===== config.mk =====
export PLATFORM = sky130hd
export DESIGN_NAME = dio_responder
export DESIGN_NICKNAME = d
export VERILOG_FILES = /design/src/rtl/dio_pkg.sv /design/src/rtl/dio_sync.sv /design/src/rtl/dio_responder.sv
export SDC_FILE = /design/constraint.sdc
export NUM_CORES = 1
export LEC_CHECK = 0
export BUFFER_PORTS_ARGS = -buffer_cell sky130_fd_sc_hd__clkbuf_2
export CORE_ASPECT_RATIO = 1.2
export CORE_MARGIN = 2
export CORE_UTILIZATION = 45
export CTS_CLUSTER_SIZE = 14
export DETAILED_ROUTE_END_ITERATION = 10
export PLACE_DENSITY = 0.71
export SYNTH_ARGS = -nofsm -noshare
export SYNTH_HDL_FRONTEND = slang
export SYNTH_HIERARCHICAL = 1
export SYNTH_SLANG_ARGS = --single-unit

===== constraint.sdc =====
create_clock -name sys_clk -period 2.5 [get_ports sys_clk]
set_clock_uncertainty 0.1 [all_clocks]
set_input_delay 0.25 -clock sys_clk [delete_from_list [all_inputs] [get_ports sys_clk]]
set_output_delay 0.25 -clock sys_clk [all_outputs]
set_load 0.02 [all_outputs]

===== src/rtl/dio_pkg.sv =====
// constants and types of the direct and i/o command responder
package dio_pkg;
   // command codes on the i/o command pins
   typedef enum logic [2:0] {
      DIO_CMD_START = 3'h0,
      DIO_CMD_TEST  = 3'h1,
      DIO_CMD_TDEV  = 3'h2,
      DIO_CMD_HALT  = 3'h3,
      DIO_CMD_ACK   = 3'h4
   } dio_cmd_type;

   localparam int          DIO_IO_ADDR_W       = 11;
   localparam int          DIO_DIRECT_ADDR_W   = 16;
   localparam int          DIO_MODE_W          = 4;
   localparam logic [3:0]  DIO_MODE_INTR       = 4'h1;
   localparam int unsigned DIO_EXIT_DELAY_CLKS = 4;

   // software register offsets
   localparam logic [4:0] DIO_REG_CTRL   = 5'h00;
   localparam logic [4:0] DIO_REG_IOADDR = 5'h04;
   localparam logic [4:0] DIO_REG_DADDR  = 5'h08;
   localparam logic [4:0] DIO_REG_CODES  = 5'h0C;
   localparam logic [4:0] DIO_REG_STATUS = 5'h10;
   localparam logic [4:0] DIO_REG_WDATA  = 5'h14;
   localparam logic [4:0] DIO_REG_CDW    = 5'h18;

   // control register fields
   localparam int DIO_CTRL_ACTION   = 0;
   localparam int DIO_CTRL_CTL_BUSY = 1;
   localparam int DIO_CTRL_IOP_BUSY = 2;
   localparam int DIO_CTRL_REFUSE   = 3;
   localparam int DIO_CTRL_DEVCOND  = 4;
   localparam int DIO_CTRL_INTPEND  = 5;
   localparam int DIO_CTRL_DONE     = 6;
   localparam int DIO_CTRL_W        = 6;

   // status register fields
   localparam int DIO_ST_INTPEND = 0;
   localparam int DIO_ST_CTL_BUSY = 1;
   localparam int DIO_ST_XCHG    = 2;
   localparam int DIO_ST_WAITACT = 3;
   localparam int DIO_ST_LASTCMD = 4;

   localparam logic [DIO_CTRL_W-1:0]        DIO_CTRL_RESET   = 6'h00;
   localparam logic [DIO_IO_ADDR_W-1:0]     DIO_IOADDR_RESET = 11'h000;
   localparam logic [DIO_DIRECT_ADDR_W-1:0] DIO_DADDR_RESET  = 16'h0000;
   localparam logic [3:0]                   DIO_CODES_RESET  = 4'h0;
endpackage : dio_pkg


===== src/rtl/dio_sync.sv =====
// two flip-flop synchroniser for pin inputs
`timescale 1ns/1ps
`default_nettype none
module dio_sync #(
   parameter int W = 1
) (
   // clock and reset
   input  wire logic         sys_clk,
   input  wire logic         srst,
   input  wire logic         clk_en,
   // data
   input  wire logic [W-1:0] async_in,
   output logic      [W-1:0] sync_out
);
   logic [W-1:0] meta_q;
   logic [W-1:0] sync_q;

   always_ff @(posedge sys_clk) begin
      if (srst) begin
         meta_q <= '0;
         sync_q <= '0;
      end else if (clk_en) begin
         meta_q <= async_in;
         sync_q <= meta_q;
      end
   end

   assign sync_out = sync_q;
endmodule : dio_sync
`default_nettype wire


===== src/rtl/dio_responder.sv =====
// far-side element answering direct writes and i/o commands
//
// The implementer's own choices: the register addresses and the strobed register port.
`timescale 1ns/1ps
`default_nettype none
module dio_responder #(
   parameter int unsigned EXIT_DELAY = dio_pkg::DIO_EXIT_DELAY_CLKS
) (
   // clock and reset
   input  wire logic        sys_clk,
   input  wire logic        srst,
   input  wire logic        clk_en,
   // direct exchange pins from the cpu
   input  wire logic        function_strobe_line,
   input  wire logic [15:0] direct_addr,
   input  wire logic [31:0] direct_data,
   input  wire logic [3:0]  direct_mode,
   output logic             function_strobe_ack,
   output logic             return_code_line_a,
   output logic             return_code_line_b,
   output logic             direct_exchange_exit,
   // i/o command pins from the cpu
   input  wire logic        io_cmd_strobe,
   input  wire logic [2:0]  io_cmd_code,
   input  wire logic [31:0] io_eff_addr,
   input  wire logic [3:0]  io_r_field,
   input  wire logic [31:0] io_gen_reg0,
   output logic             io_resp_valid,
   output logic             cond_code_bit_one,
   output logic             cond_code_bit_two,
   output logic [1:0]       io_status_count,
   output logic [10:0]      io_ret_addr,
   // software port
   input  wire logic [4:0]  sw_addr,
   input  wire logic [31:0] sw_wdata,
   input  wire logic        sw_wr,
   input  wire logic        sw_rd,
   output logic [31:0]      sw_rdata
);
   localparam int SYNC_W = 1 + 16 + 32 + 4 + 1 + 3 + 32 + 4 + 32;

   typedef enum logic [2:0] {
      DX_IDLE, DX_COUNT, DX_ACTION, DX_EXIT
   } dio_dx_state_type;

   // synchronised pins
   logic [SYNC_W-1:0] pins_s;
   logic              fs_s;
   logic [15:0]       daddr_s;
   logic [31:0]       ddata_s;
   logic [3:0]        dmode_s;
   logic              cs_s;
   logic [2:0]        ccode_s;
   logic [31:0]       eaddr_s;
   logic [3:0]        rfld_s;
   logic [31:0]       reg0_s;

   dio_sync #(.W(SYNC_W)) i_dio_sync (
      .sys_clk  (sys_clk),
      .srst     (srst),
      .clk_en   (clk_en),
      .async_in ({function_strobe_line, direct_addr, direct_data, direct_mode,
                  io_cmd_strobe, io_cmd_code, io_eff_addr, io_r_field, io_gen_reg0}),
      .sync_out (pins_s)
   );

   assign {fs_s, daddr_s, ddata_s, dmode_s, cs_s, ccode_s, eaddr_s, rfld_s, reg0_s} = pins_s;

   // software registers
   logic [dio_pkg::DIO_CTRL_W-1:0]        ctrl_q;
   logic [dio_pkg::DIO_IO_ADDR_W-1:0]     ioaddr_q;
   logic [dio_pkg::DIO_DIRECT_ADDR_W-1:0] daddr_q;
   logic [3:0]                            codes_q;
   logic [31:0]                           wdata_q;
   logic [31:0]                           cdw_q;
   logic                                  intpend_q;
   logic                                  ctl_busy_q;
   logic                                  done_q;
   logic [2:0]                            lastcmd_q;
   logic [31:0]                           sw_rdata_q;

   // exchange state
   dio_dx_state_type                      dx_q;
   logic [7:0]                            cnt_q;
   logic                                  fsa_q;
   logic                                  code_a_q;
   logic                                  code_b_q;
   logic                                  exit_q;

   // command state
   logic                                  cs_d1_q;
   logic                                  resp_q;
   logic                                  cc1_q;
   logic                                  cc2_q;
   logic [1:0]                            scount_q;
   logic [10:0]                           raddr_q;

   // decode
   logic        fs_rise;
   logic        dx_match;
   logic        intr_mode;
   logic        cs_rise;
   logic [10:0] cmd_addr;
   logic        cmd_hit;
   logic        is_start;
   logic        is_halt;
   logic        is_test;
   logic        is_tdev;
   logic        is_ack;
   logic [1:0]  start_cc;
   logic [1:0]  halt_cc;
   logic [1:0]  test_cc;
   logic [1:0]  tdev_cc;
   logic [1:0]  ack_cc;
   logic [1:0]  cmd_cc;
   logic        start_ok;
   logic        halt_ok;
   logic        ack_ok;
   logic        wr_ctrl;
   logic        sw_set_int;
   logic        hw_clr_int;
   logic        cnt_done;
   logic [31:0] rd_mux;

   function automatic logic [1:0] status_words(input logic [3:0] r);
      // no status for r zero, one word for odd r, two for even
      if (r == 4'h0) begin
         return 2'h0;
      end
      return r[0] ? 2'h1 : 2'h2;
   endfunction : status_words

   assign fs_rise   = fs_s && (dx_q == DX_IDLE) && !fsa_q;
   assign intr_mode = (dmode_s == dio_pkg::DIO_MODE_INTR);
   // interrupt-mode writes go to the cpu interrupt system, not to us
   assign dx_match  = (daddr_s == daddr_q) && !intr_mode && (dmode_s != 4'h0);
   assign cnt_done  = (cnt_q == 8'(EXIT_DELAY - 1));

   assign cs_rise   = cs_s && !cs_d1_q;
   assign cmd_addr  = eaddr_s[dio_pkg::DIO_IO_ADDR_W-1:0];
   assign cmd_hit   = (cmd_addr == ioaddr_q);
   assign is_start  = (ccode_s == dio_pkg::DIO_CMD_START);
   assign is_halt   = (ccode_s == dio_pkg::DIO_CMD_HALT);
   assign is_test   = (ccode_s == dio_pkg::DIO_CMD_TEST);
   assign is_tdev   = (ccode_s == dio_pkg::DIO_CMD_TDEV);
   assign is_ack    = (ccode_s == dio_pkg::DIO_CMD_ACK);

   assign start_cc  = !cmd_hit ? 2'h3 :
                      ctrl_q[dio_pkg::DIO_CTRL_IOP_BUSY] ? 2'h2 :
                      (ctrl_q[dio_pkg::DIO_CTRL_REFUSE] || ctl_busy_q) ? 2'h1 : 2'h0;
   assign halt_cc   = !cmd_hit ? 2'h3 :
                      ctrl_q[dio_pkg::DIO_CTRL_CTL_BUSY] ? 2'h1 : 2'h0;
   assign test_cc   = !cmd_hit ? 2'h3 :
                      ctrl_q[dio_pkg::DIO_CTRL_IOP_BUSY] ? 2'h2 :
                      (ctrl_q[dio_pkg::DIO_CTRL_REFUSE] || ctl_busy_q) ? 2'h1 : 2'h0;
   assign tdev_cc   = !cmd_hit ? 2'h3 :
                      ctrl_q[dio_pkg::DIO_CTRL_IOP_BUSY] ? 2'h2 :
                      {1'b0, ctrl_q[dio_pkg::DIO_CTRL_DEVCOND]};
   // no pending interrupt: answer as unrecognised
   assign ack_cc    = intpend_q ? codes_q[3:2] : 2'h3;
   assign cmd_cc    = is_start ? start_cc :
                      is_halt  ? halt_cc :
                      is_test  ? test_cc :
                      is_tdev  ? tdev_cc :
                      is_ack   ? ack_cc : 2'h3;

   assign start_ok  = cs_rise && is_start && (start_cc == 2'h0);
   assign halt_ok   = cs_rise && is_halt && cmd_hit;
   assign ack_ok    = cs_rise && is_ack && intpend_q;
   assign hw_clr_int = halt_ok || ack_ok;
   assign wr_ctrl   = sw_wr && (sw_addr == dio_pkg::DIO_REG_CTRL);
   assign sw_set_int = wr_ctrl && sw_wdata[dio_pkg::DIO_CTRL_INTPEND];

   assign rd_mux = (sw_addr == dio_pkg::DIO_REG_CTRL)   ? {26'h0, ctrl_q} :
                   (sw_addr == dio_pkg::DIO_REG_IOADDR) ? {21'h0, ioaddr_q} :
                   (sw_addr == dio_pkg::DIO_REG_DADDR)  ? {16'h0, daddr_q} :
                   (sw_addr == dio_pkg::DIO_REG_CODES)  ? {28'h0, codes_q} :
                   (sw_addr == dio_pkg::DIO_REG_STATUS) ?
                      {25'h0, lastcmd_q, (dx_q == DX_ACTION), (dx_q != DX_IDLE), ctl_busy_q, intpend_q} :
                   (sw_addr == dio_pkg::DIO_REG_WDATA)  ? wdata_q :
                   (sw_addr == dio_pkg::DIO_REG_CDW)    ? cdw_q : 32'h0000_0000;

   // software side
   always_ff @(posedge sys_clk) begin
      if (srst) begin
         ctrl_q     <= dio_pkg::DIO_CTRL_RESET;
         ioaddr_q   <= dio_pkg::DIO_IOADDR_RESET;
         daddr_q    <= dio_pkg::DIO_DADDR_RESET;
         codes_q    <= dio_pkg::DIO_CODES_RESET;
         done_q     <= 1'b0;
         sw_rdata_q <= 32'h0000_0000;
      end else if (clk_en) begin
         done_q     <= wr_ctrl && sw_wdata[dio_pkg::DIO_CTRL_DONE];
         sw_rdata_q <= sw_rd ? rd_mux : 32'h0000_0000;
         if (wr_ctrl) begin
            ctrl_q <= sw_wdata[dio_pkg::DIO_CTRL_W-1:0];
         end
         if (sw_wr && (sw_addr == dio_pkg::DIO_REG_IOADDR)) begin
            ioaddr_q <= sw_wdata[10:0];
         end
         if (sw_wr && (sw_addr == dio_pkg::DIO_REG_DADDR)) begin
            daddr_q <= sw_wdata[15:0];
         end
         if (sw_wr && (sw_addr == dio_pkg::DIO_REG_CODES)) begin
            codes_q <= sw_wdata[3:0];
         end
      end
   end

   // interrupt pending and controller busy: set wins over clear (software set of intpend over hardware clear)
   always_ff @(posedge sys_clk) begin
      if (srst) begin
         intpend_q  <= 1'b0;
         ctl_busy_q <= 1'b0;
      end else if (clk_en) begin
         if (sw_set_int) begin
            intpend_q <= 1'b1;
         end else if (hw_clr_int) begin
            intpend_q <= 1'b0;
         end
         if (start_ok) begin
            ctl_busy_q <= 1'b1;
         end else if (halt_ok) begin
            ctl_busy_q <= 1'b0;
         end
      end
   end

   // direct exchange sequencer
   always_ff @(posedge sys_clk) begin
      if (srst) begin
         dx_q     <= DX_IDLE;
         cnt_q    <= 8'h00;
         fsa_q    <= 1'b0;
         code_a_q <= 1'b0;
         code_b_q <= 1'b0;
         exit_q   <= 1'b0;
         wdata_q  <= 32'h0000_0000;
      end else if (clk_en) begin
         unique case (dx_q)
            DX_IDLE: begin
               if (!fs_s) begin
                  fsa_q  <= 1'b0;
                  exit_q <= 1'b0;
               end else if (fs_rise && dx_match) begin
                  fsa_q    <= 1'b1;
                  code_a_q <= codes_q[0];
                  code_b_q <= codes_q[1];
                  wdata_q  <= ddata_s;
                  cnt_q    <= 8'h00;
                  dx_q     <= DX_COUNT;
               end
            end
            DX_COUNT: begin
               cnt_q <= cnt_q + 8'h01;
               if (cnt_done) begin
                  if (ctrl_q[dio_pkg::DIO_CTRL_ACTION]) begin
                     dx_q <= DX_ACTION;
                  end else begin
                     exit_q <= 1'b1;
                     dx_q   <= DX_EXIT;
                  end
               end
            end
            DX_ACTION: begin
               // cpu sits in its exchange phase until software ends the action
               if (done_q) begin
                  exit_q <= 1'b1;
                  dx_q   <= DX_EXIT;
               end
            end
            DX_EXIT: begin
               if (!fs_s) begin
                  fsa_q  <= 1'b0;
                  exit_q <= 1'b0;
                  dx_q   <= DX_IDLE;
               end
            end
         endcase
      end
   end

   // i/o command answers, held until the command strobe drops
   always_ff @(posedge sys_clk) begin
      if (srst) begin
         cs_d1_q   <= 1'b0;
         resp_q    <= 1'b0;
         cc1_q     <= 1'b0;
         cc2_q     <= 1'b0;
         scount_q  <= 2'h0;
         raddr_q   <= 11'h000;
         cdw_q     <= 32'h0000_0000;
         lastcmd_q <= 3'h0;
      end else if (clk_en) begin
         cs_d1_q <= cs_s;
         if (cs_rise) begin
            resp_q    <= 1'b1;
            lastcmd_q <= ccode_s;
            cc1_q     <= cmd_cc[1];
            cc2_q     <= cmd_cc[0];
            // halt, test and test-device carry no status words
            scount_q  <= (is_start && cmd_hit) ? status_words(rfld_s) : 2'h0;
            raddr_q   <= is_ack ? (intpend_q ? ioaddr_q : 11'h000) : cmd_addr;
            if (start_ok) begin
               cdw_q <= reg0_s;
            end
         end else if (!cs_s) begin
            resp_q <= 1'b0;
         end
      end
   end

   assign function_strobe_ack  = fsa_q;
   assign return_code_line_a   = code_a_q;
   assign return_code_line_b   = code_b_q;
   assign direct_exchange_exit = exit_q;
   assign io_resp_valid        = resp_q;
   assign cond_code_bit_one    = cc1_q;
   assign cond_code_bit_two    = cc2_q;
   assign io_status_count      = scount_q;
   assign io_ret_addr          = raddr_q;
   assign sw_rdata             = sw_rdata_q;
endmodule : dio_responder
`default_nettype wire


==> results.ini <==
[cts]
cts_tree = done
clkLatencyLatePin_ns = 0.54
path_clk_slew_ns = 0.06
cts_root_buf = clkbuf_16
htree_levels = 2
clock_path_buffers = 3
numCtsBuffers = 40
cts_sinks = 376

[grt]
met1_usage_pct = 26.0
gr-usage-met3_pct = 4.54
grt_pass1_vias = 11757
grt_start_max_net_pins = 114
grt_pass1_wl_um = 61600
grt_use_met2_pct = 40.2
grt_overflow_total = 0
grt-busiest-layer = met2
grt_antenna_before_repair = 1
grt.total_usage_pct = 22.7

[job]
maxCapViolations = 0

[pwr]
max-vdd-ir-drop_v = 0.000629
powerDensity_mw_per_mm2 = 724
cellLeakagePower_nw = 8.08

[critical_path]
critPathLaunch = cnt_q[1]
crit_fanout = 4
critPathArrivalTime_ns = 2.74
rrSetupSlack_ns = 0.08
critPathKind = reg -> reg
worstSetupEndpointType = flip-flop
r2r-start = cnt_q[1]
worstSetupStartpointType = flip-flop
cp.required_ns = 2.82

[place]
hpwl_um = 26400
port_buffers = 180
dpl.cell_count = 2035
gp_congestion = 0.868

[layout]
fin_cells = 2229
drive_above_1_share_pct = 16.9
syn_to_final_growth_pct = 26.1
nNetsFinal = 1963
fin_util_pct = 57.7

[timing]
slew_headroom_pct = 48.0
fin_tns_setup_ns = 0
slew_viol_final = 0
setup_viol = 0
max_freq_mhz = 413
min_period_ns = 2.42
period_share_pct = 96.9
hold_violations = 0
rsz0062_at_grt = no
worst_pin_slew_ns = 0.781

[floorplanning]
fp-row-count = 72
coreArea_mm2 = 0.0323
die_y_um = 203
dieArea_mm2 = 0.0344
io_pins = 219
initial_core_util_pct = 45.8
fp.dieW_um = 170

[routing]
num_vias = 11779
viasPerCell = 5.28
antenna_left = 0
wl_per_cell_um = 17.7
drt_iter0_drc = 674
drcViolationCount = 0
firstDrtPassIters = 5
routed_wl_um = 39500

[synthesis]
avgSynthCellArea_um2 = 9.82
synth_warnings = 6
syn_inst = 1508
synth_area_mm2 = 0.0148
syn_nets = 1681

[status]
status = finished, final reports clean

[worst_hold_path]
hp-class = in -> reg
min_from = clk_en

## registers in the layout, indices dropped and copies added, names as in the netlist, 2 cells and up
register / count
i_dio_sync/meta_q: 103
cdw_q: 32
codes_q: 4
io_status_count: 2
dx_q: 2
ctrl_q: 6
sw_rdata: 32
i_dio_sync/sync_out: 103
cnt_q: 8
daddr_q: 16
lastcmd_q: 3
ioaddr_q: 11
io_ret_addr: 11
wdata_q: 32
## cells in the final DEF (no fill, tap or decap), types with 11 or more instances in the layout
master	count
a21oi_1	59
a222oi_1	13
a22oi_1	19
a311oi_1	11
buf_4	37
clkbuf_16	41
clkbuf_2	178
dfxtp_1	375
dlygate4sd3_1	119
inv_1	11
mux2i_1	312
nand2_1	63
nand3_1	19
nor2_1	384
xor2_1	14
## where the power goes
part / switching, W / internal, W / total, W
Clock: 0.00244 / 0.00388 / 0.00632
Sequential: 0.000109 / 0.00616 / 0.00627
Combinational: 0.000481 / 0.000455 / 0.000936
Total: 0.00303 / 0.0105 / 0.0135
## area by class of cell
type	count	area (µm²)
fillers	2714	13700
multi-input cells	1018	6660
flip-flops and latches	376	7530
clock buffers	55	1160
inverters	12	45.0
well taps	407	509
repair buffers	342	2510
clock inverters	18	263
diodes	1	2.50
## per-stage QoR
step	hold WS, ns	worst slack, ns	total power [W]	area, µm²
2_1_floorplan	0.286	0.232	0.00692	14800
3_3_place_gp	0.349	0.116	0.00715	16000
3_5_place_dp	0.355	0.0454	0.00717	16000
4_1_cts	0.0213	0.0163	0.0136	18600
5_1_grt	0.0385	0.00888	0.0140	18700
6_report	0.0366	0.0786	0.0135	18700
## repair_timing
item / 4_1_cts / 5_1_grt
hold endpoints to repair: 140 / 0
hold buffers: 119 / 0
buffers inserted: 0 / 1
endpoints found under the setup margin: 0 / 4
resized for setup: 0 / 5
## routing by layer
layer | vias to the layer above | part of all wire (%)
met5 | - | 0
met4 | 0 | 4.8
met3 | 102 | 5.3
met2 | 346 | 50
met1 | 5583 | 40
li1 | 5748 | -
## worst max-delay path, stage by stage, from the launching register on
cell	delay [ns]
dfxtp_1	0.36
ha_2	0.21
or4b_2	0.63
o21ai_1	0.15
nand3_1	0.15
or4_1	0.43
o221a_2	0.28
## final timing paths
check,endpoint,cells past startpoint
setup / recovery,dx_q[0],6
hold / removal,i_dio_sync/sync_out[6],3
hold reg to reg,lastcmd_q[1],2
setup reg to reg,dx_q[0],6
No activity file was read; power rests on OpenSTA's default activity.
